### src/logic/pod_pkg.sv
// Shared constants for the port output disable controller and its timer end.
package pod_pkg;
  localparam int ADDR_W = 8;
  localparam int DATA_W = 16;
  localparam int DIV_W  = 7;
  localparam int NPIN   = 6;
  localparam int NPWM   = 10;
  localparam int NXF    = 5;

  localparam logic [7:0] OFS_FAULT = 8'h00;
  localparam logic [7:0] OFS_OSTAT = 8'h04;
  localparam logic [7:0] OFS_ALVL  = 8'h08;
  localparam logic [7:0] OFS_PAIR  = 8'h0C;
  localparam logic [7:0] OFS_SWDIS = 8'h10;
  localparam logic [7:0] OFS_PWMZ  = 8'h14;
  localparam logic [7:0] OFS_ADD   = 8'h18;

  localparam int FLT_MODE_LSB  = 0;
  localparam int FLT_CNT_LSB   = 4;
  localparam int FLT_FLAG_BIT  = 8;
  localparam int OST_FLAG_BIT  = 0;
  localparam int PAIR_MASK_LSB = 3;
  localparam int ADD_CH0_LSB   = 4;

  localparam logic [3:0] MODE_EDGE = 4'h0;
  localparam logic [3:0] MODE_D8   = 4'h1;
  localparam logic [3:0] MODE_D16  = 4'h2;
  localparam logic [3:0] MODE_D128 = 4'h3;
  localparam logic [3:0] MODE_D1   = 4'h4;
  localparam logic [3:0] MODE_D2   = 4'h5;
  localparam logic [3:0] MODE_D4   = 4'h6;

  localparam logic [6:0] DMASK_1   = 7'h00;
  localparam logic [6:0] DMASK_2   = 7'h01;
  localparam logic [6:0] DMASK_4   = 7'h03;
  localparam logic [6:0] DMASK_8   = 7'h07;
  localparam logic [6:0] DMASK_16  = 7'h0F;
  localparam logic [6:0] DMASK_128 = 7'h7F;

  localparam logic [4:0] REDUCED_SAMPLES = 5'h10;
  localparam logic [5:0] ALVL_RST        = 6'h3F;

  // Pin order of the monitored pairs: 3b, 3d, 4a, 4c, 4b, 4d.
  localparam int PIN_3B = 0;
  localparam int PIN_3D = 1;
  localparam int PIN_4A = 2;
  localparam int PIN_4C = 3;
  localparam int PIN_4B = 4;
  localparam int PIN_4D = 5;
endpackage

### src/logic/pod_link_if.sv
// Link between the output disable controller and the timer outputs.
`timescale 1ns/100ps
interface pod_link_if;
  import pod_pkg::*;
  logic              fault_in_pin;
  logic [NPIN-1:0]   motor_pwm_out;
  logic [NPIN-1:0]   motor_pwm_oe;
  logic [NPIN-1:0]   pin_hiz;
  logic              motor_ch0_hiz;
  logic [NPWM-1:0]   pwm_hiz;

  modport ctrl (
    input  fault_in_pin,
    input  motor_pwm_out,
    output pin_hiz,
    output motor_ch0_hiz,
    output pwm_hiz
  );
  modport timer (
    output fault_in_pin,
    output motor_pwm_out,
    output motor_pwm_oe,
    input  pin_hiz,
    input  motor_ch0_hiz,
    input  pwm_hiz
  );
endinterface

### src/logic/pod_ctrl.sv
// Port output disable controller: fault pin, short-through and hi-z control.
// Behaviour
// - Mode 0000 takes falling fault pin edges.
// - Modes 1-6 sample at clock /8,/16,/128,/1,/2,/4.
// - Sampled modes need consecutive low samples.
// - Four-bit field selects the low sample count.
// - Software uses only the seven defined codes.
// - Reduced variant: sixteen samples at /8,/16,/128.
// - Selected pin condition sets the fault flag.
// - Fault flag clears by zero write after one read.
// - Pin must be high before clearing sampled fault.
// - Short-through flag only for enabled pairs.
// - Pairs 3b/3d, 4a/4c, 4b/4d gated by enables.
// - Both pins active one cycle sets short-through.
// - Short-through clears after read, pins inactive.
// - Each pair pin has programmable active level.
// - Software disables for six timer pin groups.
// - One hi-z enable per PWM channel 0-9.
// - Faults 0, 9, 13, 14 may disable motor ch3/4.
// - Faults 8, 9 may disable motor ch0.
//
// Design decisions made here: the register addresses and strobed register access.
`timescale 1ns/100ps
module pod_ctrl #(
  parameter bit REDUCED_MODE = 1'b0
) (
  input  wire logic                       sys_clk_i,
  input  wire logic                       rst_i,
  pod_link_if.ctrl                        link,
  input  wire logic [pod_pkg::ADDR_W-1:0] addr_i,
  input  wire logic [pod_pkg::DATA_W-1:0] wdata_i,
  input  wire logic                       we_i,
  input  wire logic                       re_i,
  input  wire logic [pod_pkg::NXF-1:0]    other_fault_flags_i,
  output logic [pod_pkg::DATA_W-1:0]      rdata_o
);
  import pod_pkg::*;

  typedef struct packed {
    logic [3:0]        fault_mode_sel;
    logic [3:0]        fault_sample_count_sel;
    logic              fault_detect_flag;
    logic              fault_armed;
    logic              short_through_flag;
    logic              short_armed;
    logic [NPIN-1:0]   active_level;
    logic [2:0]        pair_hiz_en;
    logic [NPIN-1:0]   portmode_mask_en;
    logic [5:0]        sw_disable;
    logic [NPWM-1:0]   pwm_hiz_en;
    logic [5:0]        add_en;
    logic              sync1;
    logic              sync2;
    logic              prev;
    logic [DIV_W-1:0]  div;
    logic [4:0]        low_cnt;
    logic [DATA_W-1:0] rdata;
    logic [NPIN-1:0]   pin_hiz;
    logic              ch0_hiz;
    logic [NPWM-1:0]   pwm_hiz;
  } pod_ctrl_state_t;

  pod_ctrl_state_t s_q;
  pod_ctrl_state_t s_d;

  logic            sampled;
  logic            mode_ok;
  logic [6:0]      dmask;
  logic [4:0]      need;
  logic            smp_en;
  logic            fault_set;
  logic [NPIN-1:0] act;
  logic [2:0]      pair_hit;
  logic            short_set;
  logic            all_inactive;
  logic            ch34_cond;
  logic [NPWM-1:0] grp;

  // Mode decode; without REDUCED_MODE, prohibited codes detect nothing rather than guess a rate.
  always_comb begin
    sampled = 1'b1;
    mode_ok = 1'b1;
    dmask   = DMASK_1;
    need    = {1'b0, s_q.fault_sample_count_sel} + 5'h01;
    if (REDUCED_MODE) begin
      need = REDUCED_SAMPLES;
      unique case (s_q.fault_mode_sel[1:0])
        2'h0: sampled = 1'b0;
        2'h1: dmask = DMASK_8;
        2'h2: dmask = DMASK_16;
        2'h3: dmask = DMASK_128;
      endcase
    end else begin
      unique case (s_q.fault_mode_sel)
        MODE_EDGE: sampled = 1'b0;
        MODE_D8:   dmask = DMASK_8;
        MODE_D16:  dmask = DMASK_16;
        MODE_D128: dmask = DMASK_128;
        MODE_D1:   dmask = DMASK_1;
        MODE_D2:   dmask = DMASK_2;
        MODE_D4:   dmask = DMASK_4;
        default: begin
          sampled = 1'b0;
          mode_ok = 1'b0;
        end
      endcase
    end
  end

  assign smp_en = sampled && ((s_q.div & dmask) == 7'h00);

  // Short-through: pins compared against their programmed active level.
  always_comb begin
    act = ~(link.motor_pwm_out ^ s_q.active_level);
    for (int k = 0; k < 3; k++) begin
      pair_hit[k] = act[2*k] & act[2*k+1]
                  & (s_q.pair_hiz_en[k] | s_q.portmode_mask_en[2*k]
                     | s_q.portmode_mask_en[2*k+1]);
    end
  end

  assign short_set    = |pair_hit;
  assign all_inactive = ~|act;

  // Disable sources; an enabled pin is never released while any source stays set.
  assign ch34_cond = s_q.sw_disable[0] | s_q.fault_detect_flag | s_q.short_through_flag
                   | (s_q.add_en[0] & other_fault_flags_i[0])
                   | (s_q.add_en[1] & other_fault_flags_i[2])
                   | (s_q.add_en[2] & other_fault_flags_i[3])
                   | (s_q.add_en[3] & other_fault_flags_i[4]);

  // Channel groups 0-1, 2-3, 0-2, 4-6 and 7-9.
  assign grp = {{3{s_q.sw_disable[5]}}, {3{s_q.sw_disable[4]}},
                s_q.sw_disable[2],
                s_q.sw_disable[2] | s_q.sw_disable[3],
                s_q.sw_disable[1] | s_q.sw_disable[3],
                s_q.sw_disable[1] | s_q.sw_disable[3]};

  always_comb begin
    s_d       = s_q;
    fault_set = 1'b0;
    s_d.sync1 = link.fault_in_pin;
    s_d.sync2 = s_q.sync1;
    s_d.prev  = s_q.sync2;
    s_d.div   = s_q.div + 7'h01;
    s_d.rdata = '0;

    // Fault detection on the synchronised pin.
    if (!sampled) begin
      s_d.low_cnt = '0;
      fault_set   = mode_ok & s_q.prev & ~s_q.sync2;
    end else if (smp_en) begin
      if (!s_q.sync2) begin
        if (s_q.low_cnt < need) begin
          s_d.low_cnt = s_q.low_cnt + 5'h01;
        end
        fault_set = (s_q.low_cnt + 5'h01) >= need;
      end else begin
        s_d.low_cnt = '0;
      end
    end

    // Register reads; reading a set flag arms its clear.
    if (re_i) begin
      unique case (addr_i)
        OFS_FAULT: begin
          s_d.rdata[FLT_MODE_LSB +: 4] = s_q.fault_mode_sel;
          s_d.rdata[FLT_CNT_LSB +: 4]  = s_q.fault_sample_count_sel;
          s_d.rdata[FLT_FLAG_BIT]      = s_q.fault_detect_flag;
          if (s_q.fault_detect_flag) begin
            s_d.fault_armed = 1'b1;
          end
        end
        OFS_OSTAT: begin
          s_d.rdata[OST_FLAG_BIT] = s_q.short_through_flag;
          if (s_q.short_through_flag) begin
            s_d.short_armed = 1'b1;
          end
        end
        OFS_ALVL:  s_d.rdata[NPIN-1:0] = s_q.active_level;
        OFS_PAIR:  s_d.rdata[8:0] = {s_q.portmode_mask_en, s_q.pair_hiz_en};
        OFS_SWDIS: s_d.rdata[5:0] = s_q.sw_disable;
        OFS_PWMZ:  s_d.rdata[NPWM-1:0] = s_q.pwm_hiz_en;
        OFS_ADD:   s_d.rdata[5:0] = s_q.add_en;
        default:   s_d.rdata = '0;
      endcase
    end

    // Register writes; a zero write clears only an armed flag.
    if (we_i) begin
      unique case (addr_i)
        OFS_FAULT: begin
          s_d.fault_mode_sel         = wdata_i[FLT_MODE_LSB +: 4];
          s_d.fault_sample_count_sel = wdata_i[FLT_CNT_LSB +: 4];
          s_d.fault_armed            = 1'b0;
          if (!wdata_i[FLT_FLAG_BIT] && s_q.fault_armed
              && (!sampled || s_q.sync2)) begin
            s_d.fault_detect_flag = 1'b0;
          end
        end
        OFS_OSTAT: begin
          s_d.short_armed = 1'b0;
          if (!wdata_i[OST_FLAG_BIT] && s_q.short_armed && all_inactive) begin
            s_d.short_through_flag = 1'b0;
          end
        end
        OFS_ALVL:  s_d.active_level = wdata_i[NPIN-1:0];
        OFS_PAIR: begin
          s_d.pair_hiz_en      = wdata_i[2:0];
          s_d.portmode_mask_en = wdata_i[PAIR_MASK_LSB +: NPIN];
        end
        OFS_SWDIS: s_d.sw_disable = wdata_i[5:0];
        OFS_PWMZ:  s_d.pwm_hiz_en = wdata_i[NPWM-1:0];
        OFS_ADD:   s_d.add_en = wdata_i[5:0];
        default: begin
        end
      endcase
    end

    // A flag event in the clearing cycle is kept: set wins.
    if (fault_set) begin
      s_d.fault_detect_flag = 1'b1;
    end
    if (short_set) begin
      s_d.short_through_flag = 1'b1;
    end

    // Outputs are registered, so hi-z follows its cause by one cycle.
    for (int i = 0; i < NPIN; i++) begin
      s_d.pin_hiz[i] = ch34_cond
                     & (s_q.pair_hiz_en[i/2] | s_q.portmode_mask_en[i]);
    end
    s_d.ch0_hiz = (s_q.add_en[ADD_CH0_LSB] & other_fault_flags_i[1])
                | (s_q.add_en[ADD_CH0_LSB+1] & other_fault_flags_i[2]);
    s_d.pwm_hiz = grp & s_q.pwm_hiz_en;
  end

  always_ff @(posedge sys_clk_i) begin
    if (rst_i) begin
      s_q              <= '0;
      s_q.active_level <= ALVL_RST;
      s_q.sync1        <= 1'b1;
      s_q.sync2        <= 1'b1;
      s_q.prev         <= 1'b1;
    end else begin
      s_q <= s_d;
    end
  end

  assign link.pin_hiz       = s_q.pin_hiz;
  assign link.motor_ch0_hiz = s_q.ch0_hiz;
  assign link.pwm_hiz       = s_q.pwm_hiz;
  assign rdata_o            = s_q.rdata;
endmodule

### src/flat_wrapper.sv
// flat-port wrapper written by rule: the top's interface ports become plain ports
module pod_ctrl_flat import pod_pkg::*;
#(
  parameter bit REDUCED_MODE = 1'b0
)
  (sys_clk_i, rst_i, addr_i, wdata_i, we_i, re_i, other_fault_flags_i, rdata_o, link_fault_in_pin, link_motor_pwm_out, link_pin_hiz, link_motor_ch0_hiz, link_pwm_hiz);
  pod_link_if link_i ();
  input  wire logic sys_clk_i;
  input  wire logic rst_i;
  input  wire logic [pod_pkg::ADDR_W-1:0] addr_i;
  input  wire logic [pod_pkg::DATA_W-1:0] wdata_i;
  input  wire logic we_i;
  input  wire logic re_i;
  input  wire logic [pod_pkg::NXF-1:0] other_fault_flags_i;
  output logic [pod_pkg::DATA_W-1:0] rdata_o;
  input wire logic [$bits(link_i.fault_in_pin)-1:0] link_fault_in_pin;
  input wire logic [$bits(link_i.motor_pwm_out)-1:0] link_motor_pwm_out;
  output wire logic [$bits(link_i.pin_hiz)-1:0] link_pin_hiz;
  output wire logic [$bits(link_i.motor_ch0_hiz)-1:0] link_motor_ch0_hiz;
  output wire logic [$bits(link_i.pwm_hiz)-1:0] link_pwm_hiz;
  assign link_i.fault_in_pin = link_fault_in_pin;
  assign link_i.motor_pwm_out = link_motor_pwm_out;
  assign link_pin_hiz = link_i.pin_hiz;
  assign link_motor_ch0_hiz = link_i.motor_ch0_hiz;
  assign link_pwm_hiz = link_i.pwm_hiz;
  pod_ctrl #(.REDUCED_MODE(REDUCED_MODE)) u_core (.sys_clk_i(sys_clk_i), .rst_i(rst_i), .link(link_i), .addr_i(addr_i), .wdata_i(wdata_i), .we_i(we_i), .re_i(re_i), .other_fault_flags_i(other_fault_flags_i), .rdata_o(rdata_o));
endmodule
### config.mk
export PLATFORM = sky130hd
export DESIGN_NAME = pod_ctrl_flat
export DESIGN_NICKNAME = d
export VERILOG_FILES = /design/src/logic/pod_pkg.sv /design/src/logic/pod_link_if.sv /design/src/logic/pod_ctrl.sv /design/src/flat_wrapper.sv
export SDC_FILE = /design/constraint.sdc
export NUM_CORES = 1
export LEC_CHECK = 0
export BUFFER_PORTS_ARGS = -buffer_cell sky130_fd_sc_hd__buf_2
export CAP_MARGIN = 40
export CORE_ASPECT_RATIO = 1.25
export CORE_MARGIN = 2
export CORE_UTILIZATION = 44
export CTS_BUF_LIST = sky130_fd_sc_hd__clkbuf_4 sky130_fd_sc_hd__clkbuf_8 sky130_fd_sc_hd__clkbuf_16
export DETAILED_ROUTE_END_ITERATION = 10
export PLACE_DENSITY = 0.69
export SLEW_MARGIN = 20
export SYNTH_ARGS = -nofsm -noshare
export SYNTH_HDL_FRONTEND = slang
export SYNTH_SLANG_ARGS = --single-unit
### constraint.sdc
create_clock -name sys_clk_i -period 2.95 [get_ports sys_clk_i]
set_input_delay 0.4425 -clock sys_clk_i [delete_from_list [all_inputs] [get_ports sys_clk_i]]
set_output_delay 0.4425 -clock sys_clk_i [all_outputs]
set_load 0.02 [all_outputs]
# --- Word-level counts from Yosys, hierarchy flattened ---
# Index checks and enable logic that the tools add are counted.
totals:
  ff_bits: 97
  latchBits: 0
  ram_bits: 0
  romBits: 0
  output_inout_bits: 33
  memories: 0
classes:
  n_addsub: 3
  mul: 0
  div: 0
  n_lt_le_gt_ge: 2
  n_eq_ne: 12
  shift: 0
  mux: 29
  bitwise_logic: 46
  reduce_logical: 36
op_table:
  columns: ["op", "count"]
  rows:
  - ["41-bit 2-to-1 mux", 1]
  - ["7-bit case mux with 5 select lines", 1]
  - ["5-bit case mux with 6 select lines", 1]
  - ["8-bit by 5-bit equality test with 1-bit output (second input constant)", 3]
  - ["1-bit bitwise AND", 20]
  - ["6-bit 2-to-1 mux", 3]
  - ["1-bit bitwise OR", 18]
  - ["8-bit by 4-bit equality test with 1-bit output (second input constant)", 2]
  - ["1-bit 2-to-1 mux", 15]
  - ["2-bit AND reduction", 7]
  - ["2-bit nonzero test", 7]
  - ["4-bit by 3-bit equality test with 1-bit output (second input constant)", 3]
  - ["6-bit OR reduction", 2]
  - ["10-bit bitwise AND", 1]
  - ["10-bit 2-to-1 mux", 1]
  - ["5-bit 2-to-1 mux", 2]
  - ["9-bit 2-to-1 mux", 1]
  - ["3-bit case mux with 3 select lines", 1]
  - ["4-bit by 2-bit equality test with 1-bit output (second input constant)", 2]
  - ["8-bit by 3-bit equality test with 1-bit output (second input constant)", 1]
  - ["8-bit zero test", 1]
  - ["7-bit by 1-bit adder with 7-bit output (second input constant)", 1]
  - ["7-bit bitwise AND", 1]
  - ["7-bit zero test", 1]
  - ["18 further kinds", 32]

# --- Depth between registers and ports, before layout ---
depth:
  word_depth: 10
  depth_mapped: 8
  mapped_depth_nobuf: 8

# --- Worst setup path before layout ---
# Ideal clock, no wire load.
synth_path:
  path_kind: "register to register"
  start: "reg u_core.s_q[89] (netlist name)"
  end: "reg u_core.s_q[34] (netlist name)"
  setup_ns: 0.072
  arrival_time_ns: 2.215
  required_time_ns: 2.878
  slack_ns: 0.663
  stages_incl_launch_ff: 9
  n_path_buf: 0
  path_cell_list: "dfxtp_1 ha_1 xnor2_1 ha_1 a21oi_1 nand2_1 maj3_2 a2111oi_4 mux2i_1"
synth_via:
  elab_chain_len: 4
synth_rtl:
  columns: ["item", "line", "rtl"]
  rows:
  - ["start, declared", "pod_ctrl.sv:63", "pod_ctrl_state_t s_q;"]
  - ["4-bit by 1-bit adder with 5-bit output", "pod_ctrl.sv:84", "need = {1'b0, s_q.fault_sample_count_sel} + 5'h01;"]
  - ["5-bit less-than comparator", "pod_ctrl.sv:154", "if (s_q.low_cnt < need) begin"]
  - ["2-bit nonzero test (no line)", null, null]
  - ["2-bit AND reduction (no line)", null, null]
# No other way between the ends.
# A chain may end at the register's enable or synchronous reset.

# --- Worst setup path in the final report ---
# Same ends and word-level chain as after synthesis.

==> flow_summary_export.csv <==
group,metric,value,unit
sta,period_share,0.8728,
sta,hold_violations,0,
logic_synthesis,syn_area_per_cell,8.830,um^2
worst_hold_path,min_to,"u_core.s_d[46]$_SDFF_PP1_",
worst_setup_path,crit_path_top_delay_cell,"a2111oi_4",
worst_setup_path,cp_top_family,"adder cells",
outcome,status,"complete, no violations",
place,place_congestion,0.8983,
sta,hold_slack,0.2810,ns
pwr,power_density,539.3,mW/mm^2
worst_setup_path,cp_max_fo,5,
worst_setup_path,rr_startpoint,"u_core.s_q[89]$_SDFFE_PP0P_",
worst_setup_path,worst_ep_required_time,3.22,ns
floorplanning,die_w,92.61,um
sta,setup_viol,0,
sta,slew_headroom,0.5727,
logic_synthesis,async_reset_ff_frac,0,
global_route,grt_max_degree,42,
logic_synthesis,synth-edff-count,0,
logic_synthesis,seq_area_frac_synth,0.4219,
cells_and_area,antennaDiodeCount,0,
pwr,leakage,1.890,nW
floorplanning,start_util,0.4517,
worst_hold_path,whs_path_depth,2,
worst_setup_path,path_common_cell,"ha_1",
global_route,grt_overflow,0,
logic_synthesis,synthTopCellsByArea,"dfxtp_1 (42%), buf_4 (5.7%), nand2_1 (5.5%)",
route,drtAntennaViolNets,0,
worst_setup_path,start_kind,"register",
logic_synthesis,yosys_warnings,0,
worst_setup_path,critical_path.cell_chain,"ha_1 > xnor2_1 > ha_1 > a21oi_1 > nand2_1 > maj3_2 > a2111oi_4 > mux2i_1",
floorplanning,rows,40,
cells_and_area,nets,570,
cts,root_buffer,"clkbuf_16",
cells_and_area,drive_gt1_frac,0.1794,
cts,cts-hold-fix-buffers,0,
cells_and_area,fillCellCount,910,
cts,cts_buffers,9,
cts,cts_resized,0,
worst_setup_path,slowest_delay,0.56,ns
route,drt_iter0_drc,264,
floorplanning,dieArea,0.01063,mm^2
global_route,grt_usage,0.2071,
logic_synthesis,yosysTopAreaCell,"dfxtp_1",
pwr,p_total,2.611,mW
worst_setup_path,r2r_end,"u_core.s_q[34]$_SDFFE_PP0P_",
cts,cts_tree,"built",
logic_synthesis,synth.most_common_cell,"dfxtp_1",
cts,clock_sinks,91,
route,vias,3554,
sta,period_needed,2.575,ns
logic_synthesis,synthTopCellsByCount,"dfxtp_1 (91), nand2_1 (63), nor2_1 (39)",
logic_synthesis,synth_ff_type,"dfxtp_1",
place,io_buffers,60,
cts,clk_latency,0.34,ns
worst_setup_path,rrSetupSlack,0.38,ns
route,vias_per_cell,5.468,
logic_synthesis,syn_area,0.004318,mm^2
worst_hold_path,worstHoldPathType,"in2reg",
worst_setup_path,endpoint_kind,"register",
floorplanning,fp.coreArea,0.009559,mm^2
logic_synthesis,syn_inst,489,
sta,worst_pin_slew,0.6380,ns
route,avgRoutedWirePerCell,16.21,um
sta,finClkSkew,0.002662,ns
sta,timing.setup.tns,0,ns
logic_synthesis,ys_ff_latch,91,
logic_synthesis,synth_top_cell_area_share,0.4219,
logic_synthesis,yosysUniqueCellTypes,59,
run,drv_cap,0,
worst_setup_path,rr_worst_depth,8,
pwr,irDropWorstVdd,0.2583,mV
cts,clk_pin_slew_worst_paths,0.06,ns
global_route,antenna_found_initial,0,
worst_hold_path,hp-start,"link_fault_in_pin",
floorplanning,io-pin-count,73,
global_route,first_global_vias,3373,
worst_setup_path,path_buf_inv,0,
worst_setup_path,cp.arrival,2.85,ns
route,dr.pass1.iters,5,
route,finalWirelength,10540,um
cells_and_area,syn_to_final_growth,12.11,%
route,drc_errors,0,
cts,post_cts_buffers,0,
global_route,grt_pass1_wl,17240,um
sta,rsz0062_at_grt,"no",
cts,ctsLongestPathBuffers,2,
floorplanning,chipHeight,114.8,um
sta,maxSlewViolCount,0,
cells_and_area,fin_util,0.5064,
worst_setup_path,critPathKind,"reg2reg",
sta,max_freq,388.4,MHz
cts,htree_levels,3,
place,dpl.hpwl,7794,um
==> worst reg2reg max path, stage by stage, from the launching register on <==
cell,delay (ns)
dfxtp_1,0.36
ha_1,0.24
xnor2_1,0.24
ha_1,0.30
a21oi_1,0.15
nand2_1,0.07
maj3_2,0.34
a2111oi_4,0.56
mux2i_1,0.23
==> layout by cell type (no fill, tap or decap), types with 3 or more instances in the layout <==
cell        n
xnor2_1    12
nand2b_1    3
o311ai_0    4
nor3_1      7
a31oi_1     4
mux2i_1    22
nor2_1     39
buf_2      60
buf_4       7
nand3_1    30
xor2_1      4
a21oi_1    32
conb_1      6
o22ai_1     5
ha_1       11
or2_2       4
and3_1      7
nor2b_1     8
nand2_1    63
o2bb2ai_1   3
inv_1      10
a22o_1      7
dfxtp_1    91
o21a_1      6
a41oi_1     3
clkbuf_16   9
a32oi_1     3
a22oi_1     7
nand3b_1    7
and2_1     10
==> power breakdown <==
part	total, mW	leakage, nW	switching, mW	internal [mW]
clock	1.23	0.153	0.480	0.753
sequential	1.24	0.734	0.00664	1.24
combinational	0.136	1.00	0.0890	0.0469
total	2.61	1.89	0.576	2.03
==> cell families after synthesis <==
| group | count (synthesis) | share of synthesized area |
|---|---|---|
| AND/OR/NAND/NOR | 194 | 0.2208 |
| buffers and inverters | 63 | 0.08461 |
| multiplexers | 23 | 0.05621 |
| XOR/XNOR | 16 | 0.03245 |
| AO/OA/AOI/OAI | 89 | 0.1487 |
| adder cells (fa/ha/maj) | 12 | 0.03448 |
| other | 1 | 0.0008685 |
| flip-flops | 91 | 0.4219 |
==> per-layer routing <==
layer  vias to the layer above  part of all wire  GRT usage
met1                      1645              0.42     0.2534
met3                        30             0.049    0.02818
met2                       132              0.49     0.3533
li1                       1747                 -          -
met4                         0             0.042     0.1124
met5                         -                 0          0
==> per-stage QoR <==
stage | worst slack [ns] | instance area [um^2] | std cells
after floorplan | 0.6633 | 4337 | 494
after global placement | 0.5065 | 4519 | 634
after detailed placement | 0.3820 | 4519 | 634
after CTS | 0.3621 | 4841 | 650
after global routing | 0.2082 | 4841 | 650
final | 0.3752 | 4841 | 650
==> registers in the layout (all words and copies together) (netlist names) <==
register and cells:
u_core.link.pin_hiz 6, u_core.s_d 2, u_core.grp 3, u_core.s_q 59, u_core.link.motor_ch0_hiz 1, u_core.link.pwm_hiz 10, u_core.rdata_o 10
==> area by class of cell <==
type | count | area (um^2) | share of cell area
inverter | 10 | 37.54 | 0.007754
timing repair buffer | 67 | 352.8 | 0.07289
tap | 126 | 157.7 | 0.03257
sequential | 91 | 1822 | 0.3763
clock buffer | 10 | 232.7 | 0.04807
clock inverter | 6 | 88.84 | 0.01835
multi-input combinational | 340 | 2150 | 0.4440
==> worst max path at each step <==
stage,endpoint,slack [ns],startpoint,cells past startpoint
after floorplan,u_core.s_q[34]$_SDFFE_PP0P_,0.66,u_core.s_q[89]$_SDFFE_PP0P_,8
after global placement,u_core.s_q[34]$_SDFFE_PP0P_,0.51,u_core.s_q[89]$_SDFFE_PP0P_,8
after detailed placement,u_core.s_q[36]$_SDFFE_PP0P_,0.38,u_core.s_q[89]$_SDFFE_PP0P_,8
after CTS,u_core.s_q[34]$_SDFFE_PP0P_,0.36,u_core.s_q[89]$_SDFFE_PP0P_,8
after global routing,u_core.s_q[36]$_SDFFE_PP0P_,0.21,u_core.s_q[89]$_SDFFE_PP0P_,8
final,u_core.s_q[34]$_SDFFE_PP0P_,0.38,u_core.s_q[89]$_SDFFE_PP0P_,8
(Power assumes the default switching activity.)
